**src/dual_timer_pkg.sv**
```systemverilog
/*
 * Shared constants for the dual timer control and capture block:
 * register offsets, field positions, reset values and prescale codes.
 * Assumes an 8-bit register port with a 4-bit register address.
 */
package dual_timer_pkg;
    localparam int ADDR_W = 4;
    localparam int DATA_W = 8;
    localparam int CAP_W = 8;
    localparam int T8_W = 8;
    localparam int T16_W = 16;
    localparam int PSC_W = 3;

    // register offsets
    localparam logic [3:0] OFF_CTRL = 4'h0;
    localparam logic [3:0] OFF_SYNC = 4'h3;
    localparam logic [3:0] OFF_HICAP = 4'hB;
    localparam logic [3:0] OFF_IRQ_STATUS = 4'hC;
    localparam logic [3:0] OFF_IRQ_CLEAR = 4'hD;
    localparam logic [3:0] OFF_IRQ_ENABLE = 4'hE;

    // eight_bit_timer_control fields
    localparam int CTRL_EN = 7;
    localparam int CTRL_SINGLE = 6;
    localparam int CTRL_TOUT = 5;
    localparam int CTRL_CLK_HI = 4;
    localparam int CTRL_CLK_LO = 3;
    localparam int CTRL_CAPMASK = 2;
    localparam int CTRL_TOMASK = 1;
    localparam int CTRL_PINSEL = 0;

    // timer_sync_control fields
    localparam int SYNC_EN16 = 7;
    localparam int SYNC_EN8 = 6;
    localparam int SYNC_MODE = 5;
    localparam logic [4:0] SYNC_RSV_READ = 5'h1F;

    // reset values
    localparam logic [7:0] CTRL_RST = 8'h00;
    localparam logic [7:0] HICAP_RST = 8'h00;
    localparam logic [7:0] READ_IDLE = 8'h00;

    // interrupt event bits
    localparam int EV_T8 = 0;
    localparam int EV_T16 = 1;
    localparam int EV_CAP = 2;
    localparam int NUM_EV = 3;

    typedef enum logic [1:0] {
        CLK_DIV1 = 2'h0,
        CLK_DIV2 = 2'h1,
        CLK_DIV4 = 2'h2,
        CLK_DIV8 = 2'h3
    } clk_sel_t;

    localparam logic [2:0] PSC_MASK1 = 3'h0;
    localparam logic [2:0] PSC_MASK2 = 3'h1;
    localparam logic [2:0] PSC_MASK4 = 3'h3;
    localparam logic [2:0] PSC_MASK8 = 3'h7;
endpackage

```
**src/timer_if.sv**
```systemverilog
/*
 * Control and result signals between the timer controller and one
 * reload counter. Assumes both ends share clk_i.
 */
`timescale 1ns/1ps
interface timer_if #(parameter int W = 8);
    logic tick;
    logic restart;
    logic run;
    logic [W-1:0] reload;
    logic expire;
    logic [W-1:0] count;
    modport ctrl(output tick, output restart, output run, output reload,
                 input expire, input count);
    modport cnt(input tick, input restart, input run, input reload,
                output expire, output count);
endinterface

```
**src/dual_timer_ctrl_capture.sv**
```systemverilog
/*
 * Control, synchronisation and high-phase capture registers of a paired
 * 8-bit / 16-bit counter/timer, with interrupt status and pin select.
 * Assumes a single clock, an 8-bit register port driven on clk_i, and
 * reload values supplied by load registers kept elsewhere.
 */
// Our own choice: strobed register access.
`timescale 1ns/1ps
module dual_timer_ctrl_capture (
    input wire logic clk_i,
    input wire logic rst_n_i,
    input wire logic ce_i,
    input wire logic [dual_timer_pkg::ADDR_W-1:0] addr_i,
    input wire logic [dual_timer_pkg::DATA_W-1:0] wdata_i,
    input wire logic wr_i,
    input wire logic rd_i,
    input wire logic [dual_timer_pkg::T8_W-1:0] reload8_i,
    input wire logic [dual_timer_pkg::T16_W-1:0] reload16_i,
    input wire logic demod_i,
    input wire logic gpio_out_i,
    input wire logic gpio_oe_i,
    output logic [dual_timer_pkg::DATA_W-1:0] rdata_o,
    output logic pin_o,
    output logic pin_oe_o,
    output logic irq_o
);
    import dual_timer_pkg::*;

    logic t8_en;
    logic t16_en;
    logic sync_mode;
    logic single;
    logic tout;
    clk_sel_t clk_sel;
    logic capmask;
    logic tomask;
    logic pinsel;
    logic [CAP_W-1:0] hicap;
    logic [CAP_W-1:0] high_cnt;
    logic [NUM_EV-1:0] status;
    logic [NUM_EV-1:0] irq_en;
    logic [PSC_W-1:0] psc;
    logic t8_out;
    logic demod_meta;
    logic demod_s;
    logic demod_d;

    timer_if #(.W(T8_W)) t8_if();
    timer_if #(.W(T16_W)) t16_if();

    reload_counter u_t8 (
        .clk_i(clk_i),
        .rst_n_i(rst_n_i),
        .ce_i(ce_i),
        .tif(t8_if.cnt)
    );
    reload_counter u_t16 (
        .clk_i(clk_i),
        .rst_n_i(rst_n_i),
        .ce_i(ce_i),
        .tif(t16_if.cnt)
    );

    // address decode
    wire wr_ctrl = wr_i && (addr_i == OFF_CTRL);
    wire wr_sync = wr_i && (addr_i == OFF_SYNC);
    wire wr_clr = wr_i && (addr_i == OFF_IRQ_CLEAR);
    wire wr_ien = wr_i && (addr_i == OFF_IRQ_ENABLE);

    wire en8_wr = wr_ctrl || wr_sync;
    wire en8_val = wr_ctrl ? wdata_i[CTRL_EN] : wdata_i[SYNC_EN8];
    wire start8 = en8_wr && en8_val && !t8_en;
    wire start16 = wr_sync && wdata_i[SYNC_EN16] && !t16_en;
    wire exp8 = t8_if.expire;
    wire exp16 = t16_if.expire;

    logic [PSC_W-1:0] psc_mask;
    always_comb
    begin
        unique case (clk_sel)
            CLK_DIV1: psc_mask = PSC_MASK1;
            CLK_DIV2: psc_mask = PSC_MASK2;
            CLK_DIV4: psc_mask = PSC_MASK4;
            CLK_DIV8: psc_mask = PSC_MASK8;
        endcase
    end
    wire tick8 = ((psc & psc_mask) == psc_mask);

    assign t8_if.tick = tick8;
    assign t8_if.run = t8_en;
    assign t8_if.reload = reload8_i;
    assign t16_if.run = t16_en;
    assign t16_if.reload = reload16_i;
    assign t8_if.restart = start8 || (sync_mode && start16);
    assign t16_if.restart = start16 || (sync_mode && start8);
    assign t16_if.tick = sync_mode ? tick8 : 1'b1;

    // capture edge: reads only the second sync stage onward
    wire demod_fall = demod_d && !demod_s;
    wire cap_full = (high_cnt == {CAP_W{1'b1}});

    wire [NUM_EV-1:0] ev = {demod_fall, exp16, exp8};
    wire [NUM_EV-1:0] clr = wr_clr ? wdata_i[NUM_EV-1:0] : '0;
    // masks for the 8-bit and capture sources on top of enable register
    wire [NUM_EV-1:0] src_mask = {capmask, 1'b1, tomask};
    wire [NUM_EV-1:0] irq_src = status & irq_en & src_mask;

    wire [DATA_W-1:0] ctrl_rd = {t8_en, single, tout, clk_sel,
                                 capmask, tomask, pinsel};
    wire [DATA_W-1:0] sync_rd = {t16_en, t8_en, sync_mode, SYNC_RSV_READ};
    wire [DATA_W-1:0] stat_rd = {{(DATA_W-NUM_EV){1'b0}}, status};
    wire [DATA_W-1:0] ien_rd = {{(DATA_W-NUM_EV){1'b0}}, irq_en};
    wire [DATA_W-1:0] next_rdata =
        (addr_i == OFF_CTRL) ? ctrl_rd :
        (addr_i == OFF_SYNC) ? sync_rd :
        (addr_i == OFF_HICAP) ? hicap :
        (addr_i == OFF_IRQ_STATUS) ? stat_rd :
        (addr_i == OFF_IRQ_ENABLE) ? ien_rd : READ_IDLE;

    // enable: software write, single pass stop
    always_ff @(posedge clk_i or negedge rst_n_i)
    begin
        if (!rst_n_i)
            t8_en <= 1'b0;
        else if (ce_i)
        begin
            if (en8_wr)
                t8_en <= en8_val;
            else if (exp8 && single)
                t8_en <= 1'b0;
        end
    end

    always_ff @(posedge clk_i or negedge rst_n_i)
    begin
        if (!rst_n_i)
        begin
            t16_en <= 1'b0;
            sync_mode <= 1'b0;
        end
        else if (ce_i && wr_sync)
        begin
            t16_en <= wdata_i[SYNC_EN16];
            sync_mode <= wdata_i[SYNC_MODE];
        end
    end

    always_ff @(posedge clk_i or negedge rst_n_i)
    begin
        if (!rst_n_i)
        begin
            single <= CTRL_RST[CTRL_SINGLE];
            clk_sel <= clk_sel_t'(CTRL_RST[CTRL_CLK_HI:CTRL_CLK_LO]);
            capmask <= CTRL_RST[CTRL_CAPMASK];
            tomask <= CTRL_RST[CTRL_TOMASK];
            pinsel <= CTRL_RST[CTRL_PINSEL];
            irq_en <= '0;
        end
        else if (ce_i)
        begin
            if (wr_ctrl)
            begin
                single <= wdata_i[CTRL_SINGLE];
                clk_sel <= clk_sel_t'(wdata_i[CTRL_CLK_HI:CTRL_CLK_LO]);
                capmask <= wdata_i[CTRL_CAPMASK];
                tomask <= wdata_i[CTRL_TOMASK];
                pinsel <= wdata_i[CTRL_PINSEL];
            end
            if (wr_ien)
                irq_en <= wdata_i[NUM_EV-1:0];
        end
    end

    // time-out flag and sticky status: a new event beats a clear
    always_ff @(posedge clk_i or negedge rst_n_i)
    begin
        if (!rst_n_i)
        begin
            tout <= 1'b0;
            status <= '0;
        end
        else if (ce_i)
        begin
            tout <= exp8 || (tout && !(wr_ctrl && wdata_i[CTRL_TOUT]));
            status <= ev | (status & ~clr);
        end
    end

    always_ff @(posedge clk_i or negedge rst_n_i)
    begin
        if (!rst_n_i)
        begin
            psc <= '0;
            t8_out <= 1'b0;
            demod_meta <= 1'b0;
            demod_s <= 1'b0;
            demod_d <= 1'b0;
        end
        else if (ce_i)
        begin
            psc <= psc + 1'b1;
            t8_out <= t8_out ^ exp8;
            demod_meta <= demod_i;
            demod_s <= demod_meta;
            demod_d <= demod_s;
        end
    end

    // count ticks while input high and the 8-bit timer is enabled, saturate
    always_ff @(posedge clk_i or negedge rst_n_i)
    begin
        if (!rst_n_i)
        begin
            high_cnt <= '0;
            hicap <= HICAP_RST;
        end
        else if (ce_i)
        begin
            if (demod_fall)
            begin
                high_cnt <= '0;
                hicap <= high_cnt;
            end
            else if (demod_s && t8_en && tick8 && !cap_full)
                high_cnt <= high_cnt + 1'b1;
        end
    end

    // outputs registered; read data only in the cycle after rd_i
    always_ff @(posedge clk_i or negedge rst_n_i)
    begin
        if (!rst_n_i)
        begin
            rdata_o <= READ_IDLE;
            pin_o <= 1'b0;
            pin_oe_o <= 1'b0;
            irq_o <= 1'b0;
        end
        else if (ce_i)
        begin
            rdata_o <= rd_i ? next_rdata : READ_IDLE;
            pin_o <= pinsel ? t8_out : gpio_out_i;
            pin_oe_o <= pinsel || gpio_oe_i;
            irq_o <= |irq_src;
        end
    end
endmodule

```
**src/reload_counter.sv**
```systemverilog
/*
 * Down counter with reload and a one-cycle expiry pulse, used for both
 * timers. Assumes tick, run and restart come from logic on clk_i.
 */
`timescale 1ns/1ps
module reload_counter (
    input wire logic clk_i,
    input wire logic rst_n_i,
    input wire logic ce_i,
    timer_if.cnt tif
);
    always_ff @(posedge clk_i or negedge rst_n_i)
    begin
        if (!rst_n_i)
        begin
            tif.count <= '0;
            tif.expire <= 1'b0;
        end
        else if (ce_i)
        begin
            tif.expire <= 1'b0;
            if (tif.restart)
                tif.count <= tif.reload;
            else if (tif.run && tif.tick)
            begin
                // expiry reloads, so modulo-n needs no extra step
                if (tif.count == '0)
                begin
                    tif.count <= tif.reload;
                    tif.expire <= 1'b1;
                end
                else
                    tif.count <= tif.count - 1'b1;
            end
        end
    end
endmodule

```
**config.mk**
```make
export PLATFORM = sky130hd
export DESIGN_NAME = dual_timer_ctrl_capture
export DESIGN_NICKNAME = d
export VERILOG_FILES = /design/src/dual_timer_pkg.sv /design/src/timer_if.sv /design/src/dual_timer_ctrl_capture.sv /design/src/reload_counter.sv
export SDC_FILE = /design/constraint.sdc
export NUM_CORES = 1
export LEC_CHECK = 0
export BUFFER_PORTS_ARGS = -buffer_cell sky130_fd_sc_hd__buf_2
export CELL_PAD_IN_SITES_DETAIL_PLACEMENT = 0
export CELL_PAD_IN_SITES_GLOBAL_PLACEMENT = 1
export CORE_UTILIZATION = 40
export CTS_CLUSTER_DIAMETER = 200
export CTS_CLUSTER_SIZE = 30
export DETAILED_ROUTE_END_ITERATION = 12
export PLACE_DENSITY_LB_ADDON = 0.2
export REMOVE_ABC_BUFFERS = 1
export SKIP_CTS_REPAIR_TIMING = 1
export SLEW_MARGIN = 15
export SYNTH_ARGS = -nofsm -noshare
export SYNTH_HDL_FRONTEND = slang
export SYNTH_SLANG_ARGS = --single-unit
export TNS_END_PERCENT = 50
```
**constraint.sdc**
```tcl
create_clock -name clk_i -period 5.45 [get_ports clk_i]
set_input_delay 0.545 -clock clk_i [delete_from_list [all_inputs] [get_ports clk_i]]
set_output_delay 0.545 -clock clk_i [all_outputs]
set_load 0.01 [all_outputs]
```
; ---- After elaboration in Yosys (flattened, before gate mapping)
; Index checks and enable logic that the tools add are counted.
[classes]
add_sub_neg = 4
n_mul = 0
div_mod_pow = 0
n_lt_le_gt_ge = 0
eq_ne = 10
shifts = 0
muxes = 27
bitwise_logic = 7
reduce_logical = 46
[op_table]
columns = operator, count
row1 = 8-bit two-way mux, 9
row2 = 16-bit two-way mux, 3
row3 = 1-bit logical AND, 20
row4 = 4-bit equality test (second input constant), 4
row5 = 16-bit zero test, 1
row6 = 16-bit by 1-bit subtractor with 16-bit output (second input constant), 1
row7 = 2-bit AND reduction, 7
row8 = 3-bit AND, 4
row9 = 3-bit one-hot mux with 4 select lines, 1
row10 = 1-bit two-way mux, 11
row11 = 3-bit two-way mux, 3
row12 = 8-bit by 1-bit adder with 8-bit output (second input constant), 1
row13 = 8-bit equality test (second input constant), 1
row14 = 8-bit zero test, 1
row15 = 2-bit nonzero test, 4
row16 = 8-bit by 1-bit subtractor with 8-bit output (second input constant), 1
row17 = 1-bit zero test, 5
row18 = 1-bit logical OR, 5
row19 = 2-bit equality test (second input constant), 2
row20 = 4-bit by 2-bit equality test with 1-bit output (second input constant), 1
row21 = 4-bit zero test, 1
row22 = 3-bit by 1-bit adder with 3-bit output (second input constant), 1
row23 = 3-bit equality test, 1
row24 = 3-bit NOT, 1
row25 = 5 further kinds, 5
[totals]
register_bits = 76
latch_bits = 0
mem_bits_rw = 0
rom_bits = 0
inputBits = 44
out_inout_bits = 11
elab_cells = 120
mem_count = 0

; ---- Logic depth before layout (Yosys ltp)
[logic_depth]
ltp_word = 9
mapped_depth = 9

; ---- Cells and area by module
; From an unflattened synthesis, not the netlist that was laid out.
[hier_totals]
cells_unflattened = 451
hier_area_um2 = 4362.9
[modules_own_cells]
columns = module, instances, cells_per_inst, area_each_um2
row1 = dual_timer_ctrl_capture, 1, 249, 2563.7
row2 = reload_counter at u_t16, 1, 135, 1187.4
row3 = reload_counter at u_t8, 1, 67, 611.8

; ---- Least setup slack after synthesis
; OpenSTA, ideal clock, no wires.
[synth_path]
path_type = input port to flip-flop
start = input port addr_i[0] (netlist name)
end = register capmask
setup_time_ns = 0.125
arrival_ns = 2.104
required_time_ns = 5.325
slack_ns = 3.221
stages = 5
path_cell_list = buf_2 -> or4_1 -> clkbuf_1 -> nor2_1 -> mux2_2
[synth_between]
elab_chain_cells = 3
[synth_lines]
columns = item, line_no
row1 = from (decl), dual_timer_ctrl_capture.sv:13  ; input wire logic [dual_timer_pkg::ADDR_W-1:0] addr_i,
row2 = 4-bit zero test, dual_timer_ctrl_capture.sv:65  ; wire wr_ctrl = wr_i && (addr_i == OFF_CTRL);
row3 = 1-bit logical AND, dual_timer_ctrl_capture.sv:65
row4 = 2-bit AND reduction (no line), n/a
row5 = to (signal assigned), dual_timer_ctrl_capture.sv:154  ; capmask <= CTRL_RST[CTRL_CAPMASK];
row6 = to (signal assigned), dual_timer_ctrl_capture.sv:165  ; capmask <= wdata_i[CTRL_CAPMASK];
row7 = to (decl), dual_timer_ctrl_capture.sv:35  ; logic capmask;
; No other way between the ends.
; A chain may end at the register's enable or synchronous reset.

; ---- Worst setup path in the final report
[layout_path]
start = register u_t16.tif.count[0]
end = register u_t16.tif.count[0]
[layout_between]
elab_chain_cells = 4
[layout_lines]
columns = item, line_no
row1 = from (decl), timer_if.sv:16  ; output expire, output count);
row2 = from (signal assigned), reload_counter.sv:23  ; tif.count <= tif.reload;
row3 = from (signal assigned), reload_counter.sv:29  ; tif.count <= tif.reload;
row4 = from (signal assigned), reload_counter.sv:33  ; tif.count <= tif.count - 1'b1;
row5 = 16-bit by 1-bit subtractor with 16-bit output or 16-bit zero test (tied branches), "reload_counter.sv:33, reload_counter.sv:27"
row6 = 16-bit two-way mux (*), reload_counter.sv:27  ; if (tif.count == '0)
row7 = 16-bit two-way mux (*), reload_counter.sv:24  ; else if (tif.run && tif.tick)
row8 = 16-bit two-way mux (*), reload_counter.sv:22  ; if (tif.restart)
; Mark *: on every way between the ends. The rest lies on a longest branch, timed or not. The select of a mux whose other input is x is not followed.

==> summary.md <==
| Metric | Value |
|---|---|
| Status | completed |
| Setup CP Type | reg2reg |
| Max Freq | between 0.3 and 0.4 GHz |
| Sequential fraction of design power | 46.4% |
| Clock transition at path regs | 0.09 ns |
| RSZ-0062 raised after global routing | no |
| # setup viols final | 0 |
| Row Count | 37 |
| Ys Warns | 0 |
| Fin crit period | 3.20 ns |
| Initial Utilization | 41.6% |
| VDD IR max | 0.000218 V |
| Origin of the worst setup path | u_t16.tif.count[0]$_DFFE_PN0P_ |
| Synth Area per Inst | 9.65 um^2 |
| Net Sw Frac | 33.0% |
| Final hold slack | around 0.33 ns |
| Placer Congestion | 0.795 |
| Vias | 3652 |
| Clock sinks | 76 |
| Post-Route WL | roughly 11 mm |
| Wire per inst | 17.4 um |
| Logic pwr share | roughly a quarter |
| PortBufs | 54 |
| Initial antenna violation count | 0 |
| Pint | 1.04 mW |
| CTS Root Cell | clkbuf_8 |
| Slew HR | 28.7% |
| Clock network power share | 29.0% |
| Number of H-tree levels | 3 |
| Mapped Area | 4310 um^2 |
| CTS Buf Count | 9 |
| HPWL Detailed | about 7.3 mm |
| Number of global-route vias before repair | 3634 |
| Die H | 106 um |
| Total Routing Usage GR | about a fifth |
| Worst R2R Start | u_t16.tif.count[0]$_DFFE_PN0P_ |
| Utilization after layout | 46.5% |
| Share of cells above drive strength 1 | 19.7% |
| Worst Path Required | roughly 5.7 ns |
| Critical-path top delay cell | nor4_4 |
| P&R area growth vs syn | 11.7% |
| Synth Instances | between 400 and 500 |
| TNS Setup | 0 ns |
| Leakage Power | 2.02 nW |
| Crit path to | u_t16.tif.count[0]$_DFFE_PN0P_ |
| First-pass GRT wire length | 18.3 mm |
| Total gr overflow | 0 |
| Crit path buf inv count | 1 |
| Critical path capture point type | flop |
| Pins over their slew limit | 0 |
| Pin count of the biggest net entering global routing | 77 |
| Synth Register Bits | 76 |
| Core ar. | 10400 um^2 |
| Final hold vios | 0 |
| Clock skew | ~0.013 ns |
| I/O Pins | 55 |
| Yosys cell types | 64 |
| Fill cells | 1022 |
| Crit path depth | 7 |
| Post-route DRC | 0 |
| CTS tree | done |
| Period utilisation layout | 58.6% |
| Vias per inst | just under 6 |
| Max-cap viol count | 0 |
| Chip Width | roughly 110 um |
| EDFF count, synth | 0 |
| Critical Path AT | 3.43 ns |
| Ys flop type | dfrtp_1 |
| R2r setup slk | 2.25 ns |
| Placed Cells | 612 |
| Worst-path maximum fanout | 19 |
| Fin cells | 628 |
| Drt pass-1 iters | 4 |
| Cell family with most CP delay | simple AND/OR/NAND/NOR gates |
| Die area | approximately 11000 um^2 |
| Slew @ Worst Pin | 1.07 ns |
| Asr flop ratio synth | 100% |
| Sequential fraction of the synthesis area | between 40% and 50% |
| Fin nets | 537 |
| Worst hold path type | in2async |
| 1st-iter DRT viols | 161 |
| Bufs on Longest Clock Path | 2 |
| N_diodes | 0 |
| Clk_lat worst skew | about 0.36 ns |
| Sw power | 0.513 mW |
| Worst r2r path cells | 7 |
| Most frequent cells in the layout | dfrtp_1 (76), buf_2 (53), nand2_1 (48) |
| Commonest non-fill, non-tap cell in the layout | dfrtp_1 |
| CP Cell Sequence | inv_1 -> ha_1 -> or4b_2 -> nor4_4 -> or3_1 -> a2111oi_0 -> o21bai_1 |
| P per Cell Area | 323 nW/um^2 |
| R2R Path End | u_t16.tif.count[0]$_DFFE_PN0P_ |
| Antenna-violating nets left | 0 |
| CP peak stage delay | 0.66 ns |
| Setup crit start kind | flop |
## state kept, by name (all words and copies together) (netlist names), 2 cells and up
signal           count
u_t8.tif.count       8
u_t16.tif.count     16
psc                  3
clk_sel              2
status               3
high_cnt             8
rdata_o              8
hicap                8
irq_en               3
## worst min-delay path by stage
stage,startpoint,end,slack [ns],depth (start not counted)
finish,rst_n_i,u_t16.tif.count[13]$_DFFE_PN0P_,0.33,1
global route,wdata_i[3],clk_sel[0]$_DFFE_PN0P_,0.40,2
CTS,rst_n_i,u_t16.tif.count[2]$_DFFE_PN0P_,0.38,1
detailed placement,hicap[2]$_DFFE_PN0P_,hicap[2]$_DFFE_PN0P_,0.46,2
global placement,hicap[2]$_DFFE_PN0P_,hicap[2]$_DFFE_PN0P_,0.46,2
floorplan,rst_n_i,capmask$_DFFE_PN0P_,0.25,0
## synthesized netlist by cell type (all sizes together), types with 2 or more instances
master | number | area share [%]
a211oi | 3 | 0.75
a21oi | 11 | 1.3
a22o | 2 | 0.41
a22oi | 11 | 1.9
a31oi | 4 | 0.58
and2 | 3 | 0.44
and3 | 2 | 0.29
buf | 12 | 2.2
clkbuf | 14 | 1.3
dfrtp | 76 | 44
ha | 6 | 1.7
inv | 18 | 1.6
mux2 | 14 | 3.7
mux2i | 20 | 4.6
nand2 | 48 | 4.2
nand2b | 6 | 0.87
nand3 | 18 | 2.4
nand3b | 3 | 0.52
nand4 | 2 | 0.29
nor2 | 23 | 2.0
nor2b | 2 | 0.29
nor3 | 15 | 1.7
nor3b | 2 | 0.35
nor4 | 11 | 1.9
o2111ai | 4 | 0.81
o211ai | 11 | 1.9
o21ai | 33 | 3.8
o221ai | 11 | 2.2
o22ai | 8 | 1.2
o2bb2ai | 11 | 2.2
o311ai | 3 | 0.61
o31ai | 6 | 1.0
o41ai | 2 | 0.41
or2b | 2 | 0.35
or3 | 6 | 0.90
or4 | 7 | 1.4
or4b | 2 | 0.55
xnor2 | 2 | 0.41
## kinds of logic after synthesis
logic type / after synthesis / synth area share, %
xor+xnor: 3 / 0.609
buf+inv: 44 / 5.08
simple gates: 155 / 19.2
fa+ha+maj: 6 / 1.74
flops: 76 / 44.1
mux: 34 / 8.30
compound gates: 129 / 21.0
## power groups by stage
stage | combinational [mW] | sequential [mW] | clock, mW
5_1_grt | 0.433 | 0.736 | 0.484
2_1_floorplan | 0.280 | 0.711 | 0
3_5_place_dp | 0.386 | 0.732 | 0
6_report | 0.382 | 0.722 | 0.452
4_1_cts | 0.387 | 0.722 | 0.464
3_3_place_gp | 0.379 | 0.728 | 0
## layer usage
layer	vias to the layer above	GRT usage, %	wire [um]
met2	82	33.5	5210
met1	1783	27.8	5120
met3	13	4.76	446
met4	0	7.14	162
met5	-	0	0
li1	1774	-	-
## metrics by stage
| step | setup WS, ns | power [mW] | instance area [um^2] |
|---|---|---|---|
| after CTS | 2.26 | 1.57 | 4820 |
| final | 2.25 | 1.56 | 4820 |
| after global routing | 2.10 | 1.65 | 4820 |
| after detailed placement | 2.27 | 1.12 | 4620 |
| after floorplan | 2.84 | 0.990 | 4160 |
| after global placement | 2.34 | 1.11 | 4620 |
## area by class of cell
type	instances	area [um^2]	area share, %
multi-input cells	327	2200	45.6
flip-flops and latches	76	1900	39.5
repair buffers	55	280	5.82
well taps	136	170	3.53
clock buffers	11	141	2.93
inverters	18	67.6	1.40
clock inverters	5	61.3	1.27
(Power assumes the default switching activity.)
